`src/hbfp_pkg.sv`:
```
`default_nettype none

package hbfp_pkg;

    // ------------------------------------------------------------------
    // Geometry and clock
    // ------------------------------------------------------------------
    localparam int NUM_BRIDGES  = 4;
    localparam int NUM_SWITCHES = 2 * NUM_BRIDGES;
    localparam int CLK_FREQ_MHZ = 40;
    localparam int SYNC_WIDTH   = 2 * NUM_SWITCHES + 5;

    // ------------------------------------------------------------------
    // Timing: figures in ns, cycle counts rounded up
    // ------------------------------------------------------------------
    localparam int OC_FILTER_NS     = 10000;
    localparam int OL_FILTER_NS     = 50000;
    localparam int DEAD_TIME_NS     = 1000;
    localparam int OC_FILTER_CYCLES =
        (OC_FILTER_NS * CLK_FREQ_MHZ + 999) / 1000;
    localparam int OL_FILTER_CYCLES =
        (OL_FILTER_NS * CLK_FREQ_MHZ + 999) / 1000;
    localparam int DEAD_TIME_CYCLES =
        (DEAD_TIME_NS * CLK_FREQ_MHZ + 999) / 1000;

    // ------------------------------------------------------------------
    // Reset values
    // ------------------------------------------------------------------
    localparam logic [7:0] GLOBAL_STATUS_RESET = 8'h00;
    localparam logic [7:0] SWITCH_FLAGS_RESET  = 8'h00;
    localparam logic [3:0] GATES_OFF           = 4'h0;

    // ------------------------------------------------------------------
    // Carriers
    // ------------------------------------------------------------------
    typedef struct packed {
        logic [NUM_BRIDGES-1:0] low;
        logic [NUM_BRIDGES-1:0] high;
    } hbfp_switch_t;

    typedef struct packed {
        logic reserved_hi;
        logic load_fault_summary;
        logic supply_under_voltage_flag;
        logic supply_over_voltage_flag;
        logic power_up_seen_flag;
        logic thermal_shutdown_flag;
        logic thermal_warning_flag;
        logic reserved_lo;
    } hbfp_global_t;

    typedef struct packed {
        hbfp_switch_t overcurrent;
        hbfp_switch_t open_load;
        hbfp_global_t global_bits;
    } hbfp_clear_t;

endpackage : hbfp_pkg

`default_nettype wire

```
`src/hbfp_filter.sv`:
```
`default_nettype none

module hbfp_filter #(
    parameter int CYCLES = 400,
    localparam int W     = $clog2(CYCLES + 1)
) (
    input  wire logic core_clk_in,
    input  wire logic rst_n_in,
    input  wire logic flush_in,
    input  wire logic active_in,
    output logic      running_out,
    output logic      done_out
);

    logic [W-1:0] count_reg;

    // ------------------------------------------------------------------
    // Qualification counter, saturates once expired
    // ------------------------------------------------------------------
    always_ff @(posedge core_clk_in or negedge rst_n_in) begin
        if (!rst_n_in) begin
            count_reg <= '0;
        end else if (flush_in || !active_in) begin
            count_reg <= '0;
        end else if (count_reg < W'(CYCLES)) begin
            count_reg <= count_reg + W'(1);
        end
    end

    assign running_out = active_in && !flush_in
        && (count_reg < W'(CYCLES));
    assign done_out    = active_in && !flush_in
        && (count_reg == W'(CYCLES - 1));

endmodule : hbfp_filter

`default_nettype wire

```
`src/hbfp_top.sv`:
```
`default_nettype none

// Functional notes
// - Overcurrent held through filter time latches switch off and sets its flag.
// - Current clamp stays active while filter runs; no early turn-off.
// - Any latched overcurrent flag sets the global load fault bit.
// - Switch stays off while its overcurrent flag is set; enables untouched.
// - High and low side never on together; dead time between them.
// - Thermal warning sets a latched flag; outputs stay enabled.
// - Thermal shutdown latches all outputs off and sets its flag.
// - Outputs stay off until thermal shutdown flag cleared; enables kept.
// - Supply undervoltage turns outputs off, latches flag, auto recovers.
// - Supply overvoltage turns outputs off, latches flag, auto recovers.
// - Logic supply reset initializes logic and turns all stages off.
// - After reset the power-up flag reads zero while enabled.
// - Undercurrent on an enabled switch past filter latches open-load flag.
// - Any latched open-load flag sets the global load fault bit.
// - Global fault is OR of global bits, power-up inverted, open load masked.
// - Load fault bit is OR of all overcurrent and open-load flags.
// - Flags clear only on access with operation bit one or on enable low.
// - Enable low turns all outputs off and resets all flags.
module hbfp_top #(
    parameter int OC_CYCLES   = hbfp_pkg::OC_FILTER_CYCLES,
    parameter int OL_CYCLES   = hbfp_pkg::OL_FILTER_CYCLES,
    parameter int DEAD_CYCLES = hbfp_pkg::DEAD_TIME_CYCLES
) (
    input  wire logic                   core_clk_in,
    input  wire logic                   rst_n_in,
    input  wire logic                   enable_in,
    input  wire hbfp_pkg::hbfp_switch_t bridge_activation_control_in,
    input  wire hbfp_pkg::hbfp_switch_t overcurrent_raw_in,
    input  wire hbfp_pkg::hbfp_switch_t undercurrent_raw_in,
    input  wire logic                   thermal_warning_raw_in,
    input  wire logic                   thermal_shutdown_raw_in,
    input  wire logic                   supply_under_voltage_raw_in,
    input  wire logic                   supply_over_voltage_raw_in,
    input  wire logic                   open_load_mask_in,
    input  wire logic                   clear_strobe_in,
    input  wire logic                   access_operation_bit_in,
    input  wire hbfp_pkg::hbfp_clear_t  clear_select_in,
    output hbfp_pkg::hbfp_switch_t      gate_drive_out,
    output hbfp_pkg::hbfp_switch_t      current_limit_out,
    output hbfp_pkg::hbfp_switch_t      overcurrent_status_out,
    output hbfp_pkg::hbfp_switch_t      open_load_status_out,
    output hbfp_pkg::hbfp_global_t      global_status_one_out,
    output logic                        global_fault_indicator_out
);

    localparam int NB = hbfp_pkg::NUM_BRIDGES;
    localparam int NS = hbfp_pkg::NUM_SWITCHES;
    localparam int DW = $clog2(DEAD_CYCLES + 1);

    // ------------------------------------------------------------------
    // Input synchronizers
    // ------------------------------------------------------------------
    logic [hbfp_pkg::SYNC_WIDTH-1:0] sync1_reg;
    logic [hbfp_pkg::SYNC_WIDTH-1:0] sync2_reg;
    logic [NS-1:0]                   oc_s;
    logic [NS-1:0]                   uc_s;
    logic                            warn_s;
    logic                            shut_s;
    logic                            uv_s;
    logic                            ov_s;
    logic                            enable_s;

    always_ff @(posedge core_clk_in or negedge rst_n_in) begin
        if (!rst_n_in) begin
            sync1_reg <= '0;
            sync2_reg <= '0;
        end else begin
            sync1_reg <= {enable_in, supply_over_voltage_raw_in,
                          supply_under_voltage_raw_in,
                          thermal_shutdown_raw_in, thermal_warning_raw_in,
                          undercurrent_raw_in, overcurrent_raw_in};
            sync2_reg <= sync1_reg;
        end
    end

    assign {enable_s, ov_s, uv_s, shut_s, warn_s, uc_s, oc_s} = sync2_reg;

    // ------------------------------------------------------------------
    // Per-switch filters
    // ------------------------------------------------------------------
    logic [NS-1:0] gate_reg;
    logic [NS-1:0] oc_flag_reg;
    logic [NS-1:0] ol_flag_reg;
    logic [NS-1:0] oc_run;
    logic [NS-1:0] oc_done;
    logic [NS-1:0] ol_done;

    genvar gi;
    generate
        for (gi = 0; gi < NS; gi++) begin : g_filter
            hbfp_filter #(
                .CYCLES (OC_CYCLES)
            ) u_oc_filter (
                .core_clk_in (core_clk_in),
                .rst_n_in    (rst_n_in),
                .flush_in    (!enable_s || oc_flag_reg[gi]),
                .active_in   (oc_s[gi]),
                .running_out (oc_run[gi]),
                .done_out    (oc_done[gi])
            );
            hbfp_filter #(
                .CYCLES (OL_CYCLES)
            ) u_ol_filter (
                .core_clk_in (core_clk_in),
                .rst_n_in    (rst_n_in),
                .flush_in    (!enable_s || ol_flag_reg[gi]),
                .active_in   (gate_reg[gi] && uc_s[gi]),
                .running_out (),
                .done_out    (ol_done[gi])
            );
        end
    endgenerate

    // Clamp current while the overcurrent filter runs
    assign current_limit_out = hbfp_pkg::hbfp_switch_t'(oc_run);

    // ------------------------------------------------------------------
    // Latched flags
    // ------------------------------------------------------------------
    function automatic logic [NS-1:0] hbfp_latch(
        input logic [NS-1:0] cur,
        input logic [NS-1:0] set,
        input logic [NS-1:0] clr
    );
        hbfp_latch = (cur & ~clr) | set;
    endfunction : hbfp_latch

    logic                  clr_ok;
    hbfp_pkg::hbfp_global_t status_reg;
    hbfp_pkg::hbfp_global_t sel_g;
    logic [NS-1:0]         oc_flag_next;
    logic [NS-1:0]         ol_flag_next;

    assign clr_ok = clear_strobe_in && access_operation_bit_in;
    assign sel_g  = clear_select_in.global_bits;
    assign oc_flag_next = hbfp_latch(oc_flag_reg, oc_done,
        clr_ok ? clear_select_in.overcurrent : '0);
    assign ol_flag_next = hbfp_latch(ol_flag_reg, ol_done,
        clr_ok ? clear_select_in.open_load : '0);

    always_ff @(posedge core_clk_in or negedge rst_n_in) begin
        if (!rst_n_in) begin
            oc_flag_reg <= hbfp_pkg::SWITCH_FLAGS_RESET;
            ol_flag_reg <= hbfp_pkg::SWITCH_FLAGS_RESET;
        end else if (!enable_s) begin
            oc_flag_reg <= hbfp_pkg::SWITCH_FLAGS_RESET;
            ol_flag_reg <= hbfp_pkg::SWITCH_FLAGS_RESET;
        end else begin
            oc_flag_reg <= oc_flag_next;
            ol_flag_reg <= ol_flag_next;
        end
    end

    always_ff @(posedge core_clk_in or negedge rst_n_in) begin
        if (!rst_n_in) begin
            status_reg <= hbfp_pkg::GLOBAL_STATUS_RESET;
        end else if (!enable_s) begin
            status_reg <= hbfp_pkg::GLOBAL_STATUS_RESET;
        end else begin
            status_reg.load_fault_summary <=
                |(oc_flag_next | ol_flag_next);
            status_reg.thermal_warning_flag <=
                (status_reg.thermal_warning_flag
                 && !(clr_ok && sel_g.thermal_warning_flag))
                || warn_s;
            status_reg.thermal_shutdown_flag <=
                (status_reg.thermal_shutdown_flag
                 && !(clr_ok && sel_g.thermal_shutdown_flag))
                || shut_s;
            status_reg.supply_under_voltage_flag <=
                (status_reg.supply_under_voltage_flag
                 && !(clr_ok && sel_g.supply_under_voltage_flag))
                || uv_s;
            status_reg.supply_over_voltage_flag <=
                (status_reg.supply_over_voltage_flag
                 && !(clr_ok && sel_g.supply_over_voltage_flag))
                || ov_s;
            status_reg.power_up_seen_flag <=
                status_reg.power_up_seen_flag
                || (clr_ok && sel_g.power_up_seen_flag);
        end
    end

    assign overcurrent_status_out = hbfp_pkg::hbfp_switch_t'(oc_flag_reg);
    assign open_load_status_out   = hbfp_pkg::hbfp_switch_t'(ol_flag_reg);
    assign global_status_one_out  = status_reg;
    assign global_fault_indicator_out =
        status_reg.supply_under_voltage_flag
        || status_reg.supply_over_voltage_flag
        || !status_reg.power_up_seen_flag
        || status_reg.thermal_shutdown_flag
        || status_reg.thermal_warning_flag
        || (|oc_flag_reg)
        || ((|ol_flag_reg) && !open_load_mask_in);

    // ------------------------------------------------------------------
    // Gate drive with dead time
    // ------------------------------------------------------------------
    logic [NS-1:0] request;
    logic          stage_ok;

    assign stage_ok = enable_s && !uv_s && !ov_s
        && !status_reg.thermal_shutdown_flag;
    assign request = bridge_activation_control_in & ~oc_flag_reg
        & {NS{stage_ok}};

    generate
        for (gi = 0; gi < NB; gi++) begin : g_bridge
            logic [DW-1:0] dead_reg;
            logic          hs_next;
            logic          ls_next;
            logic          hs_q;
            logic          ls_q;

            assign hs_q = gate_reg[gi];
            assign ls_q = gate_reg[gi + NB];
            assign hs_next = request[gi] && !request[gi + NB] && !ls_q
                && (dead_reg == '0);
            assign ls_next = request[gi + NB] && !request[gi] && !hs_q
                && (dead_reg == '0);

            always_ff @(posedge core_clk_in or negedge rst_n_in) begin
                if (!rst_n_in) begin
                    dead_reg     <= '0;
                    gate_reg[gi]      <= 1'b0;
                    gate_reg[gi + NB] <= 1'b0;
                end else begin
                    gate_reg[gi]      <= hs_next;
                    gate_reg[gi + NB] <= ls_next;
                    if ((hs_q && !hs_next) || (ls_q && !ls_next)) begin
                        dead_reg <= DW'(DEAD_CYCLES);
                    end else if (dead_reg != '0) begin
                        dead_reg <= dead_reg - DW'(1);
                    end
                end
            end

        end
    endgenerate

    assign gate_drive_out = hbfp_pkg::hbfp_switch_t'(gate_reg);
endmodule : hbfp_top

`default_nettype wire

```
`config.mk`:
```
export PLATFORM = sky130hd
export DESIGN_NAME = hbfp_top
export DESIGN_NICKNAME = d
export VERILOG_FILES = /design/src/hbfp_pkg.sv /design/src/hbfp_filter.sv /design/src/hbfp_top.sv
export SDC_FILE = /design/constraint.sdc
export NUM_CORES = 1
export LEC_CHECK = 0
export ABC_AREA = 1
export BUFFER_PORTS_ARGS = -buffer_cell sky130_fd_sc_hd__buf_2
export CORE_ASPECT_RATIO = 0.6
export CORE_MARGIN = 3
export CORE_UTILIZATION = 30
export CTS_CLUSTER_SIZE = 16
export DETAILED_ROUTE_END_ITERATION = 16
export PLACE_DENSITY_LB_ADDON = 0.12
export RECOVER_POWER = 100
export REMOVE_ABC_BUFFERS = 1
export SLEW_MARGIN = 20
export SYNTH_ARGS = -nofsm -noshare
export SYNTH_HDL_FRONTEND = slang
export SYNTH_HIERARCHICAL = 1
export SYNTH_SLANG_ARGS = --single-unit
```
`constraint.sdc`:
```
create_clock -name core_clk_in -period 2.4 [get_ports core_clk_in]
set_clock_uncertainty 0.05 [all_clocks]
set_input_delay 0.72 -clock core_clk_in [delete_from_list [all_inputs] [get_ports core_clk_in]]
set_output_delay 0.72 -clock core_clk_in [all_outputs]
set_load 0.05 [all_outputs]
```
==> results.cfg <==
[status]
status = complete, but fails checks
violations = setup timing

[layout]
drive_above_1_share_pct = 17.0
final_nets = 2042
final_cell_area_sq_um = 16400
regArea_sq_um = 6410
num-fill-cells = 4759
antenna_cells = 0
area_growth_pct = 18.4
instances_no_fill = 2600
largest_register_ffs = 88
multiInputGateArea_sq_um = 6160

[synth]
synth-main-ff-cell = dfrtp_1
synthMuxAreaShare_pct = 0.145
syn_area_sq_um = 13800
netlist_instances = 1795
synth_edf_count = 0
synth-seq-cells = 256
yosysSeqAreaShare_pct = 46.3
synth_largest_area_cell = dfrtp_1
avgSynthCellArea_sq_um = 7.71
synth.distinct_cells = 38
synth-adder-area-share_pct = 2.17
yosysMostFrequentCell = nand2_1
synth_top_family_by_area = simple AND/OR/NAND/NOR gates
synth_xor_area_share_pct = 0.886
synth_compound_area_share_pct = 6.89
yosysTopAreaCellShare_pct = 46.3
synth.yosys.warnings = 6
async_flop_share_pct = 100
netlist_top_cells_count = nand2_1, dfrtp_1, nor2_1, inv_1, nand3_1
synthSimpleGateAreaFrac_pct = 34.2
synth_area_leaders = dfrtp_1, nand2_1, nor2_1

[routing]
dr.first_iter.drc_count = 915
drc = 0
ant_nets = 0
vias = 11600
wl_per_cell_um = 13.9
vias_per_cell = 4.45
wirelength_um = 36200
drt_pass1_iterations = 5

[global_route]
grt_pass1_vias = 10700
grt_pass1_wl_um = 57900
grtUsageTotal_pct = 14.6
grt-ovfl-total = 0
grt_antenna_before_repair = 0
grt_max_degree = 50

[place]
place_area_sq_um = 15200
dp_hpwl_um = 26800
io_buffers = 93
dp.cells = 2511
gp_congestion = 0.811

[critical_path]
critPathCaptureType = output port
path_max_fanout = 2
crit_required_ps = 1630
arrival_ps = 1840
slowest_stage = dfrtp_1
cp-start-kind = flip-flop
crit_family = simple AND/OR/NAND/NOR gates
crit_start = global_status_one_out[3]
cp_cell_sequence = inv_2, nor4_2, buf_4, nand4_1, nor2_1, nand2_1, buf_6
slowest_delay_ps = 350
reg2reg_from = sync2_reg[20]
path_buf_inv = 3
path_class = flip-flop to output port

[sta]
fin_ws_ps = -210
worstMarginPinSlew_ps = 1030
maxSlewViolCount = 0
hold_violations = 0
period_needed_ps = 2610
fin_crit_sh_pct = 109
grt_setup_unrepaired = true
slew_headroom_pct = 31.5
fmax_ghz = 0.383
setup_viol = 20
fin_hold_ws_ps = 211

[clock_network]
cts_root_buf = clkbuf_16
cts.sinks = 256
htreeDepth = 1
cts_tree = built
numCtsBuffers = 29
clkLatencyLatePin_ps = 560
clk_path_buf_depth = 3
cts.clk_slew.worst_paths_ps = 60

[floorplan]
die_y_um = 172
die-area_sq_um = 48800
die_w_um = 283
ioPinCount = 99
row_count = 60
start_util_pct = 30.6
core_area_sq_um = 45200

[pwr]
finalPower_mw = 10.2
vdd_drop_max_v = 0.000599
power.density_nw_per_um2 = 620
p_leak_nw = 7.55

[hold_path]
min-delay-start = overcurrent_raw_in[3]
hold_class = primary input to flip-flop

[job]
cap_violations = 0
cell usage in the layout (no fill, tap or decap), drive strengths merged:
cell         netlist  layout
xor2              13      13
nor4              20      20
nor2             277     277
buf               29      93
ha                24      24
nand2            512     512
clkinv             1       3
nand3            146     146
bufinv             0       4
mux2i              2       2
o21ai             61      61
or2               11      11
o21bai            10      10
xnor2              1       1
o21a               1       1
conb               1       2
clkinvlp           0       6
dfrtp            256     256
a21oi            110     110
nand4             33      33
nand3b             2       2
nor3              16      16
inv              266     261
clkbuf             3     115
dlygate4sd3        0       1
metrics by stage:
step                      worst slack, ps  TNS (ps)  utilization [%]
after floorplan                       147         0                -
final                                -210     -1950             36.2
after detailed placement              209         0             33.6
after CTS                            -277     -1000             36.5
after global placement                219         0             33.6
after global routing                 -314    -10700             36.2
final cells by class:
type,count,share of cell area (%)
Sequential cell,256,39.1
Multi-Input combinational cell,1241,37.6
Inverter,267,6.49
Timing Repair Buffer,165,6.13
Clock buffer,44,5.08
Tap cell,620,4.74
Clock inverter,7,0.848
worst paths after layout:
| check | end | slack [ps] | depth (start not counted) |
|---|---|---|---|
| worst min-delay path | sync1_reg[3] | 210 | 1 |
| max in group asynchronous | overcurrent_status_out[4] | 240 | 3 |
| worst max register to register | global_status_one_out[6] | -80 | 15 |
| min in group asynchronous | g_filter[7].u_oc_filter/count_reg[3] | 820 | 2 |
| worst max-delay path | global_fault_indicator_out | -210 | 7 |
| worst min register to register | sync2_reg[16] | 290 | 0 |
metal layers:
layer  up-vias  share of wire, %  global-route usage [%]
met3        50               3.1                    2.04
met2       170                43                    22.5
met5         -                 0                       0
li1       5980                 -                       -
met1      5378                51                    21.6
met4         0               2.7                    3.88
cell families (layout without fill, tap and decap cells):
| family | after synthesis | count (layout) |
|---|---|---|
| and+or+nand+nor | 1017 | 1017 |
| AOI/OAI and AO/OA | 182 | 182 |
| DFF | 256 | 256 |
| xor gates and xnor gates | 14 | 14 |
| buffers and inverters | 299 | 483 |
| adders and majority gates | 24 | 24 |
| other | 1 | 2 |
| muxes | 2 | 2 |
where the power goes:
part	switching [mW]	internal, mW	total [mW]	leakage (nW)
clock	1.84	2.80	4.64	0.474
sequential	0.136	4.48	4.62	3.41
combinational	0.561	0.344	0.904	3.67
total	2.53	7.62	10.2	7.55
timing repair:
| action | in CTS | in global routing |
|---|---|---|
| pin swaps | 7 | 14 |
| buffers inserted | 23 | 14 |
| gates resized for setup | 62 | 21 |
| setup endpoints to repair | 9 | 10 |
| endpoints found under the hold margin | 26 | 0 |
| hold buffers | 1 | 0 |
(Power assumes the default switching activity.)
